==> src/rtl/ieb_pkg.sv <==
// shared constants, types and states of the immediate and branch decode block
package ieb_pkg;
  // halfword field positions and the word width
  localparam int HW_I_POS = 10;
  localparam int IMM_ROTATE_FIELD_HI = 14;
  localparam int IMM_ROTATE_FIELD_LO = 12;
  localparam int IMM8_HI = 7;
  localparam int PAYLOAD_TOP = 7;
  localparam int WORD_W = 32;
  // selector bounds and layout of the modified immediate
  localparam logic [3:0] SEL_PLAIN = 4'h0;
  localparam logic [3:0] SEL_MID = 4'h1;
  localparam logic [3:0] SEL_HIGH = 4'h2;
  localparam logic [3:0] SEL_ALL = 4'h3;
  localparam logic [7:0] PAYLOAD_ZERO = 8'h00;
  // register numbers
  localparam logic [3:0] REG_SP = 4'hD;
  localparam logic [3:0] REG_PC = 4'hF;
  // data-processing opcodes, the sp shift limit and the pc read-ahead
  localparam logic [3:0] OP_ADD = 4'h8;
  localparam logic [3:0] OP_SUB = 4'hD;
  localparam logic [3:0] OP_EOR = 4'h4;
  localparam logic [4:0] OP_ADDW = 5'h00;
  localparam logic [4:0] OP_SUBW = 5'h0A;
  localparam logic [4:0] SP_MAX_SHIFT = 5'h03;
  localparam logic [31:0] PC_AHEAD = 32'h00000004;
  // values after reset
  localparam logic RST_EXEC_STATE = 1'b1;
  localparam logic RST_SECURE = 1'b1;
  localparam logic [31:0] RST_BRANCH_PC = 32'h00000000;

  typedef enum logic [2:0] {
    ST_RUN = 3'b001,
    ST_WAIT = 3'b010,
    ST_FAULT = 3'b100
  } ieb_state_t;

  typedef enum logic [1:0] {
    BK_NONE = 2'h0,
    BK_WORK = 2'h1,
    BK_STATE = 2'h2,
    BK_DIRECT = 2'h3
  } ieb_brkind_t;

  typedef struct packed {
    logic valid;
    logic [15:0] first;
    logic [15:0] second;
    logic [31:0] pc;
  } ieb_inst_t;

  typedef struct packed {
    logic valid;
    logic [31:0] value;
  } ieb_target_t;

  typedef struct packed {
    logic valid;
    logic is32;
    logic immUsed;
    logic [31:0] imm;
    logic carryWrite;
    logic carry;
    logic undef;
    logic unpred;
    logic hint;
    logic spDeprecated;
    ieb_brkind_t brKind;
    logic brCall;
    logic brKnown;
    logic [31:0] brTarget;
  } ieb_dec_t;
endpackage : ieb_pkg

==> src/rtl/ieb_imm_expand.sv <==
// expansion of the modified immediate constant and its carry-out
`timescale 1ns/1ps
`default_nettype none
module ieb_imm_expand
  import ieb_pkg::*;
(
  input wire logic iBit,
  input wire logic [2:0] rot,
  input wire logic [7:0] payload,
  output logic [31:0] value,
  output logic carryDefined,
  output logic carryOut,
  output logic zeroUnpred
);
  logic [4:0] sel;
  logic [31:0] seed;
  logic [63:0] twice;

  assign sel = {iBit, rot, payload[PAYLOAD_TOP]};
  // top bit forced to one, then a plain rotate right by the selector
  assign seed = {24'h000000, 1'b1, payload[6:0]};
  assign twice = {seed, seed} >> sel;

  always_comb begin
    carryDefined = 1'b0;
    zeroUnpred = 1'b0;
    case (sel[4:1])
      SEL_PLAIN: value = {24'h000000, payload};
      SEL_MID: begin
        value = {8'h00, payload, 8'h00, payload};
        zeroUnpred = (payload == PAYLOAD_ZERO);
      end
      SEL_HIGH: begin
        value = {payload, 8'h00, payload, 8'h00};
        zeroUnpred = (payload == PAYLOAD_ZERO);
      end
      SEL_ALL: begin
        value = {payload, payload, payload, payload};
        zeroUnpred = (payload == PAYLOAD_ZERO);
      end
      default: begin
        value = twice[31:0];
        carryDefined = 1'b1;
      end
    endcase
  end

  assign carryOut = value[WORD_W-1];
endmodule : ieb_imm_expand
`default_nettype wire

==> src/rtl/ieb_decode.sv <==
// decode stage: immediates, branch classes, stack-pointer checks, hints
`timescale 1ns/1ps
`default_nettype none
module ieb_decode
  import ieb_pkg::*;
(
  input wire logic core_clk,
  input wire logic resetn,
  input wire logic mainExt,
  input wire ieb_inst_t inst,
  input wire ieb_target_t target,
  input wire logic restoreValid,
  input wire logic restoreBit,
  output logic decodeReady,
  output ieb_dec_t dec,
  output logic execStateBit,
  output logic secureState,
  output logic [31:0] branchPc,
  output logic branchPcValid,
  output logic invalidStateFault
);
  ieb_state_t state;
  ieb_state_t next_state;
  ieb_dec_t next_dec;
  ieb_brkind_t pendKind;
  logic pendTable;
  logic [31:0] pendPc;

  logic [15:0] f;
  logic [15:0] s;
  logic is32;
  logic [3:0] dpOp;
  logic [3:0] rn;
  logic [3:0] rd;
  logic [3:0] rm;
  logic addSub;
  logic logicOp;
  logic [31:0] immVal;
  logic immCarryDef;
  logic immCarry;
  logic immZero;
  logic [11:0] imm12;
  logic [4:0] shAmt;

  logic isModImm;
  logic isPlainImm;
  logic isDpReg;
  logic isBx;
  logic branch_to_nonsecure;
  logic bxSbzBad;
  logic isPopPc;
  logic isLdmPc;
  logic isLdrPc;
  logic isCbz;
  logic isBranch;
  logic isCall;
  logic isTbb;
  logic isHint16;
  logic isHint32;
  logic hintSbxBad;
  logic isMovReg;
  logic spBad;
  logic spDep;
  logic [31:0] farOff;
  logic [31:0] cbzOff;
  logic accept;
  logic needWait;

  assign f = inst.first;
  assign s = inst.second;
  assign is32 = (f[15:13] == 3'b111) && (f[12:11] != 2'b00);
  assign dpOp = f[8:5];
  assign rn = f[3:0];
  assign rd = s[11:8];
  assign rm = s[3:0];
  assign addSub = (dpOp == OP_ADD) || (dpOp == OP_SUB);
  assign logicOp = (dpOp[3:2] == 2'b00) || (dpOp == OP_EOR);
  assign imm12 = {f[HW_I_POS], s[IMM_ROTATE_FIELD_HI:IMM_ROTATE_FIELD_LO], s[IMM8_HI:0]};
  assign shAmt = {s[14:12], s[7:6]};

  // expanded for every wide instruction; only the data forms use the result
  ieb_imm_expand u_imm (
    .iBit(f[HW_I_POS]),
    .rot(s[IMM_ROTATE_FIELD_HI:IMM_ROTATE_FIELD_LO]),
    .payload(s[IMM8_HI:0]),
    .value(immVal),
    .carryDefined(immCarryDef),
    .carryOut(immCarry),
    .zeroUnpred(immZero)
  );

  // instruction classes
  assign isModImm = is32 && (f[15:11] == 5'h1E) && !f[9] && !s[15];
  assign isPlainImm = is32 && (f[15:11] == 5'h1E) && f[9] && !s[15]
    && ((f[8:4] == OP_ADDW) || (f[8:4] == OP_SUBW));
  assign isDpReg = is32 && (f[15:9] == 7'b1110101) && !s[15];
  assign isBx = !is32 && (f[15:8] == 8'h47);
  assign branch_to_nonsecure = isBx && (f[2:0] == 3'b100);
  assign bxSbzBad = isBx && (f[2:0] != 3'b000) && !branch_to_nonsecure;
  assign isPopPc = !is32 && (f[15:9] == 7'b1011110) && f[8];
  // second[13] should be zero here but load-multiple keeps going regardless
  assign isLdmPc = is32 && (f[15:9] == 7'b1110100) && (f[8] ^ f[7])
    && !f[6] && f[4] && s[15];
  assign isLdrPc = is32 && (f[15:8] == 8'hF8) && (f[6:4] == 3'b101)
    && (s[15:12] == REG_PC);
  assign isCbz = !is32 && (f[15:12] == 4'hB) && !f[10] && f[8];
  assign isBranch = is32 && (f[15:11] == 5'h1E) && (s[15:14] == 2'b10) && s[12];
  assign isCall = is32 && (f[15:11] == 5'h1E) && (s[15:14] == 2'b11) && s[12];
  assign isTbb = is32 && (f[15:4] == 12'hE8D) && (s[7:4] == 4'h0);
  assign isHint16 = !is32 && (f[15:8] == 8'hBF) && (f[3:0] == 4'h0);
  assign isHint32 = is32 && (f[15:4] == 12'hF3A) && (s[15:14] == 2'b10) && !s[12]
    && (s[10:8] == 3'b000);
  // wrong should-be bits undefine a wide hint rather than guess at its meaning
  assign hintSbxBad = isHint32 && ((f[3:0] != 4'hF) || s[13] || s[11]);
  // plain register moves to or from sp carry no shift and set no flags
  assign isMovReg = isDpReg && (dpOp == 4'h2) && (rn == REG_PC) && !f[4]
    && (shAmt == 5'h00) && (s[5:4] == 2'b00);

  // far reach offset: S, I1, I2, imm10, imm11, 0 sign-extended
  assign farOff = {{7{f[10]}}, f[10], ~(s[13] ^ f[10]), ~(s[11] ^ f[10]),
    f[9:0], s[10:0], 1'b0};
  // compare-branch reaches forward only, 0 to 126
  assign cbzOff = {25'h0000000, f[9], f[7:3], 1'b0};

  // stack pointer checks
  always_comb begin
    spBad = 1'b0;
    if (isModImm) begin
      if (rd == REG_SP && !(addSub && rn == REG_SP && immVal[1:0] == 2'b00)) begin
        spBad = 1'b1;
      end
      if (rn == REG_SP && !addSub) begin
        spBad = 1'b1;
      end
    end
    if (isPlainImm && rd == REG_SP && !(rn == REG_SP && imm12[1:0] == 2'b00)) begin
      spBad = 1'b1;
    end
    if (isDpReg && !isMovReg) begin
      if (rd == REG_SP && !(addSub && rn == REG_SP && s[5:4] == 2'b00
          && shAmt <= SP_MAX_SHIFT)) begin
        spBad = 1'b1;
      end
      if (rm == REG_SP || (rn == REG_SP && !addSub)) begin
        spBad = 1'b1;
      end
    end
  end

  // deprecated only: flagged for software, still executed
  assign spDep = !is32 && ((f[15:8] == 8'h44) || (f[15:8] == 8'h45))
    && (f[6:3] == REG_SP);

  always_comb begin
    next_dec = '0;
    next_dec.valid = accept && execStateBit;
    next_dec.is32 = is32;
    next_dec.imm = isPlainImm ? {20'h00000, imm12} : immVal;
    next_dec.immUsed = isModImm || isPlainImm;
    // carry only moves for flag-setting logical ops on shifted constants
    next_dec.carryWrite = isModImm && f[4] && logicOp && immCarryDef;
    next_dec.carry = immCarry;
    next_dec.unpred = (isModImm && immZero) || spBad;
    next_dec.undef = spBad || bxSbzBad || hintSbxBad;
    next_dec.hint = isHint16 || (isHint32 && mainExt && !hintSbxBad);
    if (isHint32 && !mainExt) begin
      next_dec.undef = 1'b1;
    end
    next_dec.spDeprecated = spDep;
    next_dec.brKind = BK_NONE;
    if (isBx && !branch_to_nonsecure) begin
      next_dec.brKind = BK_WORK;
      next_dec.brCall = f[7];
    end
    if (isPopPc || isLdmPc || isLdrPc) begin
      next_dec.brKind = BK_WORK;
    end
    if (branch_to_nonsecure) begin
      next_dec.brCall = f[7];
      if (secureState) begin
        next_dec.brKind = BK_STATE;
      end else begin
        next_dec.undef = 1'b1;
      end
    end
    if (isBranch || isCall) begin
      next_dec.brKind = BK_DIRECT;
      next_dec.brCall = isCall;
      next_dec.brKnown = 1'b1;
      next_dec.brTarget = inst.pc + PC_AHEAD + farOff;
    end
    if (isCbz) begin
      next_dec.brKind = BK_DIRECT;
      next_dec.brKnown = 1'b1;
      next_dec.brTarget = inst.pc + PC_AHEAD + cbzOff;
    end
    if (isTbb) begin
      next_dec.brKind = BK_DIRECT; // table entry comes back from execute
    end
  end

  // nothing is taken while a branch waits or a fault is being reported
  assign accept = inst.valid && (state == ST_RUN);
  assign needWait = (next_dec.brKind != BK_NONE) && !next_dec.brKnown
    && !next_dec.undef;

  // one-hot states; a fault returns to run on the next edge by itself
  always_comb begin
    case (state)
      ST_RUN: begin
        if (accept && !execStateBit) begin
          next_state = ST_FAULT;
        end else if (accept && needWait) begin
          next_state = ST_WAIT;
        end else begin
          next_state = ST_RUN;
        end
      end
      ST_WAIT: next_state = target.valid ? ST_RUN : ST_WAIT;
      ST_FAULT: next_state = ST_RUN;
      default: next_state = ST_RUN;
    endcase
  end

  // the fault state lasts one cycle; the state bit keeps it coming back
  always_ff @(posedge core_clk or negedge resetn) begin
    if (!resetn) begin
      state <= ST_RUN;
    end else begin
      state <= next_state;
    end
  end

  // ready follows the next state so fetch holds its offer while a branch waits
  always_ff @(posedge core_clk or negedge resetn) begin
    if (!resetn) begin
      decodeReady <= 1'b1;
    end else begin
      decodeReady <= (next_state == ST_RUN);
    end
  end

  always_ff @(posedge core_clk or negedge resetn) begin
    if (!resetn) begin
      invalidStateFault <= 1'b0;
    end else begin
      invalidStateFault <= (next_state == ST_FAULT);
    end
  end

  // fields hold for execute; only the valid pulse is cleared
  always_ff @(posedge core_clk or negedge resetn) begin
    if (!resetn) begin
      dec <= '0;
    end else if (accept) begin
      dec <= next_dec;
    end else begin
      dec.valid <= 1'b0;
    end
  end

  // what the pending branch needs once execute returns its value
  always_ff @(posedge core_clk or negedge resetn) begin
    if (!resetn) begin
      pendKind <= BK_NONE;
      pendTable <= 1'b0;
      pendPc <= RST_BRANCH_PC;
    end else if (accept && needWait) begin
      pendKind <= next_dec.brKind;
      pendTable <= isTbb;
      pendPc <= inst.pc;
    end
  end

  // valid pulses once for each landing address
  always_ff @(posedge core_clk or negedge resetn) begin
    if (!resetn) begin
      branchPcValid <= 1'b0;
    end else begin
      branchPcValid <= (state == ST_WAIT) && target.valid;
    end
  end

  always_ff @(posedge core_clk or negedge resetn) begin
    if (!resetn) begin
      branchPc <= RST_BRANCH_PC;
    end else begin
      if (state == ST_WAIT && target.valid) begin
        if (pendTable) begin
          // byte table: twice the entry, 0 to 510 past pc + 4
          branchPc <= pendPc + PC_AHEAD + {23'h000000, target.value[7:0], 1'b0};
        end else begin
          branchPc <= {target.value[31:1], 1'b0};
        end
      end
    end
  end

  // restore from exception entry outranks a branch landing in the same cycle
  always_ff @(posedge core_clk or negedge resetn) begin
    if (!resetn) begin
      execStateBit <= RST_EXEC_STATE;
    end else if (restoreValid) begin
      execStateBit <= restoreBit;
    end else if (state == ST_WAIT && target.valid && pendKind == BK_WORK) begin
      execStateBit <= target.value[0];
    end
  end

  always_ff @(posedge core_clk or negedge resetn) begin
    if (!resetn) begin
      secureState <= RST_SECURE;
    end else if (state == ST_WAIT && target.valid && pendKind == BK_STATE) begin
      secureState <= target.value[0];
    end
  end
endmodule : ieb_decode
`default_nettype wire

==> config.mk <==
export PLATFORM = sky130hd
export DESIGN_NAME = ieb_decode
export DESIGN_NICKNAME = d
export VERILOG_FILES = /design/src/rtl/ieb_pkg.sv /design/src/rtl/ieb_imm_expand.sv /design/src/rtl/ieb_decode.sv
export SDC_FILE = /design/constraint.sdc
export NUM_CORES = 1
export LEC_CHECK = 0
export BUFFER_PORTS_ARGS = -buffer_cell sky130_fd_sc_hd__clkbuf_2
export CAP_MARGIN = 40
export CORE_MARGIN = 10
export CORE_UTILIZATION = 57
export CTS_CLUSTER_SIZE = 28
export DETAILED_ROUTE_END_ITERATION = 10
export GPL_TIMING_DRIVEN = 1
export PLACE_DENSITY_LB_ADDON = 0.08
export SLEW_MARGIN = 10
export SYNTH_ARGS = -nofsm -noshare
export SYNTH_HDL_FRONTEND = slang
export SYNTH_HIERARCHICAL = 1
export SYNTH_SLANG_ARGS = --single-unit
==> constraint.sdc <==
create_clock -name core_clk -period 3.51 [get_ports core_clk]
set_input_delay 0.1755 -clock core_clk [delete_from_list [all_inputs] [get_ports core_clk]]
set_output_delay 0.1755 -clock core_clk [all_outputs]
set_load 0.01 [all_outputs]
==> flow_summary.ini <==
[timing]
holdWs_ps = 14.51
slew_headroom_pct = 48.05
min_period_over_period_pct = 94.19
hold_viol = 0
worstMarginPinSlew_ps = 774.5
min_period_ps = 3306
rsz0062_at_grt = no
slew_viol_final = 0
finalSetupViolCount = 0
skew_ps = 12.81
fmax_mhz = 302.5

[power_and_ir_drop]
leakagePower_uw = 0.006850
finalPower_uw = 6119
powerDensity_nw_per_um2 = 422.3
peakVddDrop_mv = 0.3397

[floorplanning]
start_util_pct = 58.66
coreArea_um2 = 19650
die_y_um = 162.2
dieArea_um2 = 26320
die_x_um = 162.2
ios = 217
num_rows = 51

[clocking]
worstSkewPairLatency_ps = 440
cts_root_buffer = clkbuf_16
cts_inserted_buffers = 17
cts.reportedPaths.clkPinSlew_ps = 80
cts_htree_levels = 4
cts_tree = done
cts.sinks = 152
cts_buffer_depth = 2

[setup_path]
cp_common_cell = buf_4
crit_fanout = 7
cpLargestDelayFamily = compound AO/OA/AOI/OAI gates
critPathBufInv = 4
critical_path_required_ps = 3870
cp_cell_sequence = clkbuf_2, buf_4, nand2_1, buf_4, nor3_1, buf_4, and3_1, xor2_1, ha_1, a21oi_1, o21a_1, o211ai_1, a31o_2, a21oi_1, o21ai_0, and3_1, or4_1, o211ai_1
critical_path_class = in2reg
reg2reg_slack_ps = 280
critPathSlowestCell = or4_1
slowest_delay_ps = 480
crit_arrival_ps = 3670
start_kind = input port
crit_path_end_kind = register

[finish]
syn2layout_area_growth_pct = 25.65
design_area_um2 = 14490
nets = 1822
drive_above_1_share_pct = 27.81

[synthesis]
synth_top_area_share_pct = 32.12
synth_area_leaders = dfrtp_1, ha_1, nand2_1
synth_nets = 1519
synth_seq_cells = 152
synth_top_cell_by_area = dfrtp_1
synth_edf_count = 0
synth_common_cells = nand2_1, dfrtp_1, nor2_1, o21ai_0, a21oi_1
ys_seq_area_share_pct = 33.03
synth-main-ff-cell = dfrtp_1
yosysUniqueCellTypes = 83
synth_area_um2 = 11530
yosys_warnings = 6
netlist_instances = 1356
synth.most_common_cell = nand2_1
avgSynthCellArea_um2 = 8.503
ys_async_sr_fraction_pct = 100.0

[routing]
first_iter_violations = 971
drt-pass1-iter-count = 5
drc = 0
wl_per_cell_um = 20.43
wl_mm = 39.64
antenna_left = 0
vias = 11830
viasPerCell = 6.097

[global_route]
overflow = 0
grt_max_degree = 95
grt_pass1_wl_mm = 62.65
grt_usage_pct = 29.54
grt_pass1_vias = 11780
antenna_found_initial = 3

[flow_run]
maxCapViolCount = 0

[placement]
globalplace.congestion = 0.9941
dpl_cell_area_um2 = 13710
hpwl_mm = 30.11
port_buffers = 216

[worst_hold_path]
hold_class = in2reg

[outcome]
status = finished clean
==> metal layers <==
layer | vias to the layer above | global-route usage [%] | routed length [um]
met5 | - | 0 | 0
met4 | 0 | 16.09 | 1859
met3 | 115 | 5.460 | 2830
met2 | 540 | 49.85 | 19550
met1 | 5691 | 34.82 | 15400
li1 | 5483 | - | -
==> report_power, final <==
group	internal [uW]	switching, uW
Clock	1040	932
Sequential	1990	188
Combinational	866	1100
==> through the flow <==
step                utilization, %  instances  setup TNS [ps]  worst slack, ps
floorplan                        -       1356               0            53.96
global placement             69.77       1898           -1100           -268.4
detailed placement           69.77       1898           -1770           -413.8
CTS                          73.19       1934               0            6.711
global route                 73.71       1940               0            11.84
finish                       73.71       1940               0            204.1
==> layout make-up <==
type	count	area, um2
multi-input cells	1082	7312
fillers	1592	5166
flip-flops and latches	152	3809
repair buffers	356	2208
clock buffers	17	425.4
well taps	265	331.6
clock inverters	15	206.4
inverters	50	187.7
diodes	3	7.507
==> tightest hold or removal path: cells and delay by family <==
kind                   cells  cell delay (ps)
AO/OA/AOI/OAI              2              170
buffers and inverters      1               80
==> registers in the layout, indices dropped and copies added (netlist names) <==
signal / flops
dec: 77
invalidStateFault: 1
branchPcValid: 1
pendKind: 2
secureState: 1
pendPc: 32
execStateBit: 1
branchPc: 32
pendTable: 1
decodeReady: 1
state: 3
==> placed cells by master (no fill, tap or decap), types with 5 or more instances in the layout <==
master / count
inv_1: 48
o21ai_0: 101
nor2b_1: 5
o211ai_1: 15
and3_1: 28
or3_1: 6
o21ai_1: 6
mux2i_1: 45
o21a_1: 7
nand4_1: 19
nor2_1: 119
mux2_2: 41
dfrtp_1: 148
and2_1: 6
a221oi_1: 22
clkbuf_2: 214
o2111ai_1: 6
buf_4: 132
a31oi_1: 10
nand3_1: 37
nor3b_1: 7
o221ai_1: 6
o31ai_1: 6
clkbuf_16: 17
nor3_1: 17
a22oi_1: 5
clkinv_8: 5
xor2_1: 32
a21oi_1: 71
o22ai_1: 9
nor4_1: 12
o2bb2ai_1: 5
nand2_1: 181
a21o_1: 20
nand2b_1: 18
xnor2_1: 73
ha_1: 55
==> path summary, 6_finish.rpt <==
check,start,endpoint,cells after the start
worst max register to register,pendPc[2],branchPc[22],17
min in group asynchronous,resetn,dec[60],3
worst min-delay path,target[8],branchPc[8],3
worst min register to register,state[2],state[1],1
worst max-delay path,inst[2],dec[25],18
max in group asynchronous,resetn,state[0],4
==> cell families after synthesis <==
kind of cell	synth area share [%]
xor gates and xnor gates	8.128
adders and majority gates	6.706
AOI/OAI and AO/OA	19.18
and+or+nand+nor	20.58
buffers and inverters	4.276
muxes	8.106
DFF	33.03
==> repair_timing <==
| action | 4_1_cts | 5_1_grt |
|---|---|---|
| endpoints found under the setup margin | 0 | 17 |
| resized for setup | 0 | 18 |
| hold endpoints to repair | 87 | 0 |
| hold buffers | 4 | 0 |
| setup buffers | 0 | 2 |
(Power assumes the default switching activity.)
